`src/hdl/sbas_defines.vh`:
```
`ifndef SBAS_DEFINES_VH
`define SBAS_DEFINES_VH

`define SBAS_SLAVE_ADDR  7'h34
`define SBAS_CMD_BLK_WR  8'hFC
`define SBAS_CMD_BLK_RD  8'hFD
`define SBAS_RAM_TOP     8'hDF
`define SBAS_EE_HI_FIRST 8'hF8
`define SBAS_EE_HI_LAST  8'hFB
`define SBAS_RAM_HI      8'h00
`define SBAS_RD_COUNT    8'h20
`define SBAS_BLK_MAX     6'h20
`define SBAS_IDX_MAX     6'h3F
`define SBAS_IDX_LAST_RD 6'h20
`define SBAS_CRC_POLY    8'h07
`define SBAS_CRC_INIT    8'h00
`define SBAS_BIT_LAST    4'h7
`define SBAS_BIT_ACK     4'h8
`define SBAS_PROG_US     250
`define SBAS_CLK_KHZ     50000

`endif

```
`src/hdl/sbas_crc8.v`:
```
`timescale 1ns/1ns
`include "sbas_defines.vh"

module sbas_crc8 (
  input  wire [7:0] crc_in,
  input  wire [7:0] data,
  output reg  [7:0] crc_out
);

  integer i;

  // bitwise CRC-8 over one byte, msb first
  always @* begin
    crc_out = crc_in ^ data;
    for (i = 0; i < 8; i = i + 1) begin
      if (crc_out[7]) begin
        crc_out = {crc_out[6:0], 1'b0} ^ `SBAS_CRC_POLY;
      end else begin
        crc_out = {crc_out[6:0], 1'b0};
      end
    end
  end

endmodule // sbas_crc8

```
`src/hdl/sbas_slave.v`:
```
`timescale 1ns/1ns
`include "sbas_defines.vh"

module sbas_slave #(
  parameter [6:0]   SLAVE_ADDR = `SBAS_SLAVE_ADDR,
  parameter integer PROG_CYC   = (`SBAS_PROG_US * `SBAS_CLK_KHZ) / 1000
) (
  input  wire        clk,
  input  wire        reset_n,
  input  wire        scl_in,
  input  wire        sda_in,
  output reg         scl_out,
  output reg         scl_oe,
  output reg         sda_out,
  output reg         sda_oe,
  output reg  [15:0] mem_addr,
  output reg  [7:0]  mem_wdata,
  output reg         mem_wr,
  input  wire [7:0]  mem_rdata,
  input  wire        erase_busy
);

  localparam [2:0] S_IDLE = 3'h0;
  localparam [2:0] S_ADDR = 3'h1;
  localparam [2:0] S_RX   = 3'h2;
  localparam [2:0] S_TX   = 3'h3;

  localparam [15:0] PROG_LOAD = PROG_CYC[15:0];

  // pin synchronisers and edge history
  reg        scl_m;
  reg        scl_s;
  reg        scl_d;
  reg        sda_m;
  reg        sda_s;
  reg        sda_d;

  // protocol state
  reg [2:0]  state;
  reg [3:0]  bitn;
  reg [7:0]  sh;
  reg [5:0]  idx;
  reg [7:0]  cmd;
  reg [7:0]  ee_hi;
  reg [5:0]  blk_left;
  reg        rd_arm;
  reg        in_xfer;
  reg        ack_go;
  reg [7:0]  crc;

  // write path and programming timer
  reg        pend_wr;
  reg        pend_inc;
  reg        inc_now;
  reg [15:0] prog_cnt;

  reg [7:0]  next_tx;

  wire       scl_rise;
  wire       scl_fall;
  wire       start_c;
  wire       stop_c;
  wire [7:0] byte_in;
  wire [7:0] crc_nx;
  wire       cmd_is_ram;
  wire       cmd_is_ee;
  wire       addr_is_ee;

  // bus conditions seen from the synchronised pins
  assign scl_rise = scl_s & ~scl_d;
  assign scl_fall = ~scl_s & scl_d;
  assign start_c  = scl_s & scl_d & sda_d & ~sda_s;
  assign stop_c   = scl_s & scl_d & ~sda_d & sda_s;
  assign byte_in  = {sh[6:0], sda_s};

  // decode of the stored command byte and of the pointer
  assign cmd_is_ram = (cmd <= `SBAS_RAM_TOP);
  assign cmd_is_ee  = (cmd >= `SBAS_EE_HI_FIRST) && (cmd <= `SBAS_EE_HI_LAST);
  assign addr_is_ee = (mem_addr[15:8] >= `SBAS_EE_HI_FIRST);

  sbas_crc8 u_crc (
    .crc_in  (crc),
    .data    (byte_in),
    .crc_out (crc_nx)
  );

  // byte to put on the bus at the next transmit slot
  always @* begin
    if (!rd_arm) begin
      next_tx = (idx == 6'h00) ? mem_rdata : crc;
    end else if (idx == 6'h00) begin
      next_tx = `SBAS_RD_COUNT;
    end else if (idx <= `SBAS_IDX_LAST_RD) begin
      next_tx = mem_rdata;
    end else begin
      next_tx = crc;
    end
  end

  // two flip-flops on each pin before any logic looks at it
  always @(posedge clk) begin
    if (!reset_n) begin
      scl_m <= 1'b1;
      scl_s <= 1'b1;
      scl_d <= 1'b1;
      sda_m <= 1'b1;
      sda_s <= 1'b1;
      sda_d <= 1'b1;
    end else begin
      scl_m <= scl_in;
      scl_s <= scl_m;
      scl_d <= scl_s;
      sda_m <= sda_in;
      sda_s <= sda_m;
      sda_d <= sda_s;
    end
  end

  // protocol engine, pin drivers, memory writes and programming timer
  always @(posedge clk) begin
    if (!reset_n) begin
      scl_out   <= 1'b0;
      scl_oe    <= 1'b0;
      sda_out   <= 1'b0;
      sda_oe    <= 1'b0;
      mem_addr  <= 16'h0000;
      mem_wdata <= 8'h00;
      mem_wr    <= 1'b0;
      state     <= S_IDLE;
      bitn      <= 4'h0;
      sh        <= 8'h00;
      idx       <= 6'h00;
      cmd       <= 8'h00;
      ee_hi     <= 8'h00;
      blk_left  <= 6'h00;
      rd_arm    <= 1'b0;
      in_xfer   <= 1'b0;
      ack_go    <= 1'b0;
      crc       <= `SBAS_CRC_INIT;
      pend_wr   <= 1'b0;
      pend_inc  <= 1'b0;
      inc_now   <= 1'b0;
      prog_cnt  <= 16'h0000;
    end else begin
      mem_wr  <= 1'b0;
      inc_now <= 1'b0;
      if (start_c) begin
        // start or repeated start: the CRC survives a repeated start
        state  <= S_ADDR;
        bitn   <= 4'h0;
        sda_oe <= 1'b0;
        in_xfer <= 1'b1;
        if (!in_xfer) begin
          crc <= `SBAS_CRC_INIT;
        end
      end else if (stop_c) begin
        state   <= S_IDLE;
        sda_oe  <= 1'b0;
        in_xfer <= 1'b0;
        rd_arm  <= 1'b0;
      end else if (state != S_IDLE) begin
        if (scl_rise) begin
          bitn <= (bitn == `SBAS_BIT_ACK) ? 4'h0 : bitn + 4'h1;
          if (bitn != `SBAS_BIT_ACK) begin
            sh <= byte_in;
          end
          if (bitn == `SBAS_BIT_LAST) begin
            crc <= crc_nx;
            case (state)
              S_ADDR: begin
                if ((byte_in[7:1] == SLAVE_ADDR) && !erase_busy) begin
                  ack_go <= 1'b1;
                  state  <= byte_in[0] ? S_TX : S_RX;
                  idx    <= 6'h00;
                end else begin
                  ack_go <= 1'b0;
                end
              end
              S_RX: begin
                ack_go <= 1'b1;
                if (idx != `SBAS_IDX_MAX) begin
                  idx <= idx + 6'h01;
                end
                if (idx == 6'h00) begin
                  cmd    <= byte_in;
                  rd_arm <= (byte_in == `SBAS_CMD_BLK_RD);
                  if (byte_in <= `SBAS_RAM_TOP) begin
                    mem_addr <= {`SBAS_RAM_HI, byte_in};
                  end
                  if ((byte_in >= `SBAS_EE_HI_FIRST) && (byte_in <= `SBAS_EE_HI_LAST)) begin
                    ee_hi <= byte_in;
                  end
                end else if ((cmd == `SBAS_CMD_BLK_WR) && (idx == 6'h01)) begin
                  // byte count, clamped to the block limit
                  blk_left <= (byte_in > {2'b00, `SBAS_BLK_MAX}) ? `SBAS_BLK_MAX
                                                                 : byte_in[5:0];
                end else if ((cmd == `SBAS_CMD_BLK_WR) && (blk_left != 6'h00)) begin
                  blk_left  <= blk_left - 6'h01;
                  pend_wr   <= 1'b1;
                  pend_inc  <= 1'b1;
                  mem_wdata <= byte_in;
                end else if (cmd_is_ee && (idx == 6'h01)) begin
                  mem_addr <= {ee_hi, byte_in};
                end else if ((cmd_is_ee && (idx == 6'h02)) || (cmd_is_ram && (idx == 6'h01))) begin
                  pend_wr   <= 1'b1;
                  pend_inc  <= 1'b0;
                  mem_wdata <= byte_in;
                end else begin
                  ack_go <= (byte_in == crc);
                end
              end
              default: begin
                ack_go <= 1'b0;
              end
            endcase
          end
          // ninth bit: leave on our own NACK or on the master's NACK
          if (bitn == `SBAS_BIT_ACK) begin
            if ((state == S_TX) ? sda_s : !ack_go) begin
              state <= S_IDLE;
            end
          end
        end
        if (scl_fall) begin
          if (bitn == `SBAS_BIT_ACK) begin
            sda_oe <= ack_go;
            if (pend_wr) begin
              scl_oe <= 1'b1;
            end
          end else if ((bitn == 4'h0) && (state == S_TX)) begin
            sh     <= next_tx;
            sda_oe <= ~next_tx[7];
            if (idx != `SBAS_IDX_MAX) begin
              idx <= idx + 6'h01;
            end
            if (rd_arm && (idx != 6'h00) && (idx <= `SBAS_IDX_LAST_RD)) begin
              mem_addr <= mem_addr + 16'h0001;
            end
          end else if (state == S_TX) begin
            sda_oe <= ~sh[7];
          end else begin
            sda_oe <= 1'b0;
          end
        end
      end
      // a pending byte is written only once the previous one has programmed
      if (pend_wr && (prog_cnt == 16'h0000)) begin
        mem_wr   <= 1'b1;
        pend_wr  <= 1'b0;
        scl_oe   <= 1'b0;
        inc_now  <= pend_inc;
        prog_cnt <= addr_is_ee ? PROG_LOAD : 16'h0000;
      end else if (prog_cnt != 16'h0000) begin
        prog_cnt <= prog_cnt - 16'h0001;
      end
      if (inc_now) begin
        mem_addr <= mem_addr + 16'h0001;
      end
    end
  end

endmodule // sbas_slave

```
`config.mk`:
```
export PLATFORM = sky130hd
export DESIGN_NAME = sbas_slave
export DESIGN_NICKNAME = d
export VERILOG_FILES = /design/src/hdl/sbas_crc8.v /design/src/hdl/sbas_slave.v
export VERILOG_INCLUDE_DIRS = /design/src /design/src/hdl
export SDC_FILE = /design/constraint.sdc
export NUM_CORES = 1
export LEC_CHECK = 0
export CAP_MARGIN = 0
export CORE_AREA = 2 2 104 106
export DETAILED_ROUTE_END_ITERATION = 16
export DIE_AREA = 0 0 106 108
export DONT_BUFFER_PORTS = 1
export PLACE_DENSITY_LB_ADDON = 0.1
export SLEW_MARGIN = 30
export SYNTH_ARGS = -nofsm -noshare
export SYNTH_HDL_FRONTEND = slang
export SYNTH_SLANG_ARGS = --single-unit
```
`constraint.sdc`:
```
create_clock -name clk -period 2.4 [get_ports clk]
set_clock_uncertainty 0.1 [all_clocks]
set_input_delay 0.24 -clock clk [delete_from_list [all_inputs] [get_ports clk]]
set_output_delay 0.24 -clock clk [all_outputs]
set_load 0.005 [all_outputs]
```
==> impl_metrics.tcl <==
set metrics [dict create \
    layout_min_cycle_time_ns 2.340 \
    grt_pass1_wl_mm 26.46 \
    ys_warn_count 0 \
    syn-cell-area_um2 5861 \
    ys_ff_latch 106 \
    worst-slew-pin-transition_ns 0.5627 \
    dieArea_um2 11450 \
    dpl.hpwl_mm 11.84 \
    grt_max_degree 39 \
    cts.sinks 106 \
    ys.flop_type "dfxtp_1" \
    area_growth_pct 12.62 \
    outcome "completed" \
    cap_viol_max_count 0 \
    power_density_nw_per_um2 600.8 \
    synth_top_family_by_area "simple AND/OR/NAND/NOR gates" \
    ys_types 79 \
    finalPower_uw 3965 \
    cts_buffers 9 \
    layout_common_cells "dfxtp_1 (104), nor2_1 (92), nand2_1 (64), a21oi_1 (54), buf_4 (53)" \
    drt_pre_antenna_iters 5 \
    ys_seq_area_frac 0.3621 \
    cp.arrival_ns 2.58 \
    hold_ws_ns 0.0007999 \
    timing.fmax_ghz 0.4273 \
    synth_compound_area_frac 0.1960 \
    worstHoldPathCells 2 \
    crit_type "flop to flop" \
    max_slew_margin 0.6235 \
    layout_commonest_cell "dfxtp_1" \
    track_usage 0.2921 \
    rows 37 \
    finalHoldViolations 0 \
    power_switching_uw 1231 \
    wl_per_cell_um 17.90 \
    synth-adder-area-share 0.02754 \
    pin_count 42 \
    fillers 878 \
    fin_nets 786 \
    required_ns 2.64 \
    seqPwrFrac 0.500 \
    netSwitchingFraction 0.3104 \
    htree_levels 3 \
    drv_slew 0 \
    dr.first_iter.drc_count 415 \
    rr_worst_depth 8 \
    antenna_found_initial 0 \
    grt_pass1_vias 5171 \
    combPwrFrac 0.214 \
    num_antenna_cells 0 \
    overflow 0 \
    start_util 0.5728 \
    worstSkewPairLatency_ns 0.39 \
    syn_area_per_cell_um2 8.050 \
    hp-start "reset_n" \
    rsz0062_at_grt "true" \
    fp.dieH_um 108 \
    route.vias.total 5569 \
    cts_tree "built" \
    irDropWorstVdd_mv 0.5174 \
    p_clk_frac 0.286 \
    ant_nets 0 \
    internal_power_uw 2734 \
    crit_path_max_fanout 8 \
    clk_pin_slew_ns 0.10 \
    p_leak_uw 0.002325 \
    post-route-drc-count 0 \
    portBuffers 0 \
    coreArea_um2 10230 \
    hold_class "primary input to flop" \
    vias_per_cell 6.174 \
    utilization 0.6451 \
    crit_path_end_kind "flop" \
    syn_inst 728 \
    cts_root_buffer "clkbuf_8" \
    r2r_start "idx[0]" \
    finalSetupViolCount 0 \
    cts.path.max_buffers 2 \
    crit_path_start "idx[0]" \
    synth-simple-area-share 0.2942 \
    async_flop_share 0 \
    die_w_um 106 \
    wirelength_mm 16.14 \
    drive_above_1_share 0.1462 \
    period_share 0.9751 \
    synthMuxAreaShare 0.02135 \
    synth_xor_area_frac 0.05081 \
    setup_tns_ns 0 \
    globalplace.congestion 0.9425 \
    synth-edff-count 0 \
    startpoint_type "flop" \
]
-- worst max-delay path, stage by stage, from the launching register on --
cell	delay, ns
dfxtp_1	0.33
inv_1	0.07
ha_1	0.16
or4b_4	0.52
mux2i_2	0.49
a22oi_2	0.18
a211oi_1	0.29
a21oi_1	0.06
nor2_1	0.08
-- layout make-up --
cell class / instances / area [µm²] / share of cell area
Clock inverter: 7 / 77.57 / 0.01175
Timing Repair Buffer: 61 / 490.5 / 0.07431
Inverter: 23 / 86.33 / 0.01308
Multi-Input combinational cell: 560 / 3527 / 0.5344
Sequential cell: 106 / 2125 / 0.3219
Clock buffer: 9 / 123.9 / 0.01877
Tap cell: 136 / 170.2 / 0.02578
-- repair_timing --
action | CTS | global route
setup buffers | 0 | 1
endpoints found under the setup margin | 0 | 38
hold buffers | 6 | 0
hold endpoints to repair | 36 | 0
resized for setup | 0 | 17
-- sequential cells by signal (all words and copies together) (netlist names), 3 cells and up --
signal,cells
crc,8
mem_wdata,8
ee_hi,8
cmd,8
mem_addr,16
bitn,4
prog_cnt,16
state,3
idx,6
blk_left,6
sh,8
-- cells in the mapped netlist (8+ instances only) --
| cell type | count | area, µm² |
|---|---|---|
| mux2i_1 | 10 | 100.1 |
| xor2_1 | 9 | 78.83 |
| a31oi_1 | 12 | 75.07 |
| nand2b_1 | 13 | 81.33 |
| o21ai_0 | 29 | 145.1 |
| clkbuf_1 | 24 | 90.09 |
| buf_2 | 8 | 40.04 |
| ha_1 | 12 | 150.1 |
| nor4_1 | 8 | 50.05 |
| a22oi_1 | 8 | 60.06 |
| nor3_1 | 29 | 145.1 |
| xnor2_1 | 25 | 219.0 |
| nor2_1 | 94 | 352.8 |
| a21oi_1 | 54 | 270.3 |
| nand2_1 | 64 | 240.2 |
| nand3_1 | 30 | 150.1 |
| or3_1 | 14 | 87.58 |
| dfxtp_1 | 106 | 2122 |
| inv_1 | 22 | 82.58 |
| a211oi_1 | 19 | 142.6 |
| and2_1 | 8 | 50.05 |
| and3_1 | 13 | 81.33 |
-- cells by family (layout without fill, tap and decap cells) --
logic type / count (synthesis) / in the layout
AO/OA/AOI/OAI: 173 / 173
XOR/XNOR: 34 / 34
adder cells (fa/ha/maj): 13 / 13
buffers and inverters: 63 / 100
flip-flops: 106 / 106
multiplexers: 12 / 12
other: 1 / 2
AND/OR/NAND/NOR: 326 / 326
-- through the flow --
step	instance area [µm²]	std cells	worst slack (ns)
5_1_grt	6600	902	-0.06454
4_1_cts	6525	901	0.001189
2_1_floorplan	5864	729	0.09051
3_5_place_dp	6254	879	0.02219
3_3_place_gp	6254	879	0.05098
6_report	6600	902	0.05971
-- worst paths after layout --
kind,end,slack (ns)
hold / removal,bitn[1],0.0008
hold reg to reg,sda_s,0.32
setup / recovery,sh[7],0.06
setup reg to reg,sh[7],0.06
-- metal layers --
| layer | GRT usage | up-vias | routed length (µm) |
|---|---|---|---|
| li1 | - | 2706 | - |
| met1 | 0.3898 | 2593 | 7129 |
| met5 | 0 | - | 0 |
| met2 | 0.4751 | 232 | 7519 |
| met4 | 0.09586 | 0 | 368 |
| met3 | 0.06148 | 38 | 1127 |
-- power groups by stage --
stage	clock (µW)	combinational, µW	sequential, µW
CTS	1160	831	1980
global placement	0	782	2010
global route	1230	949	2000
detailed placement	0	806	2020
floorplan	0	655	1990
finish	1130	849	1980
Note: power is estimated with default switching activity, not from simulation.
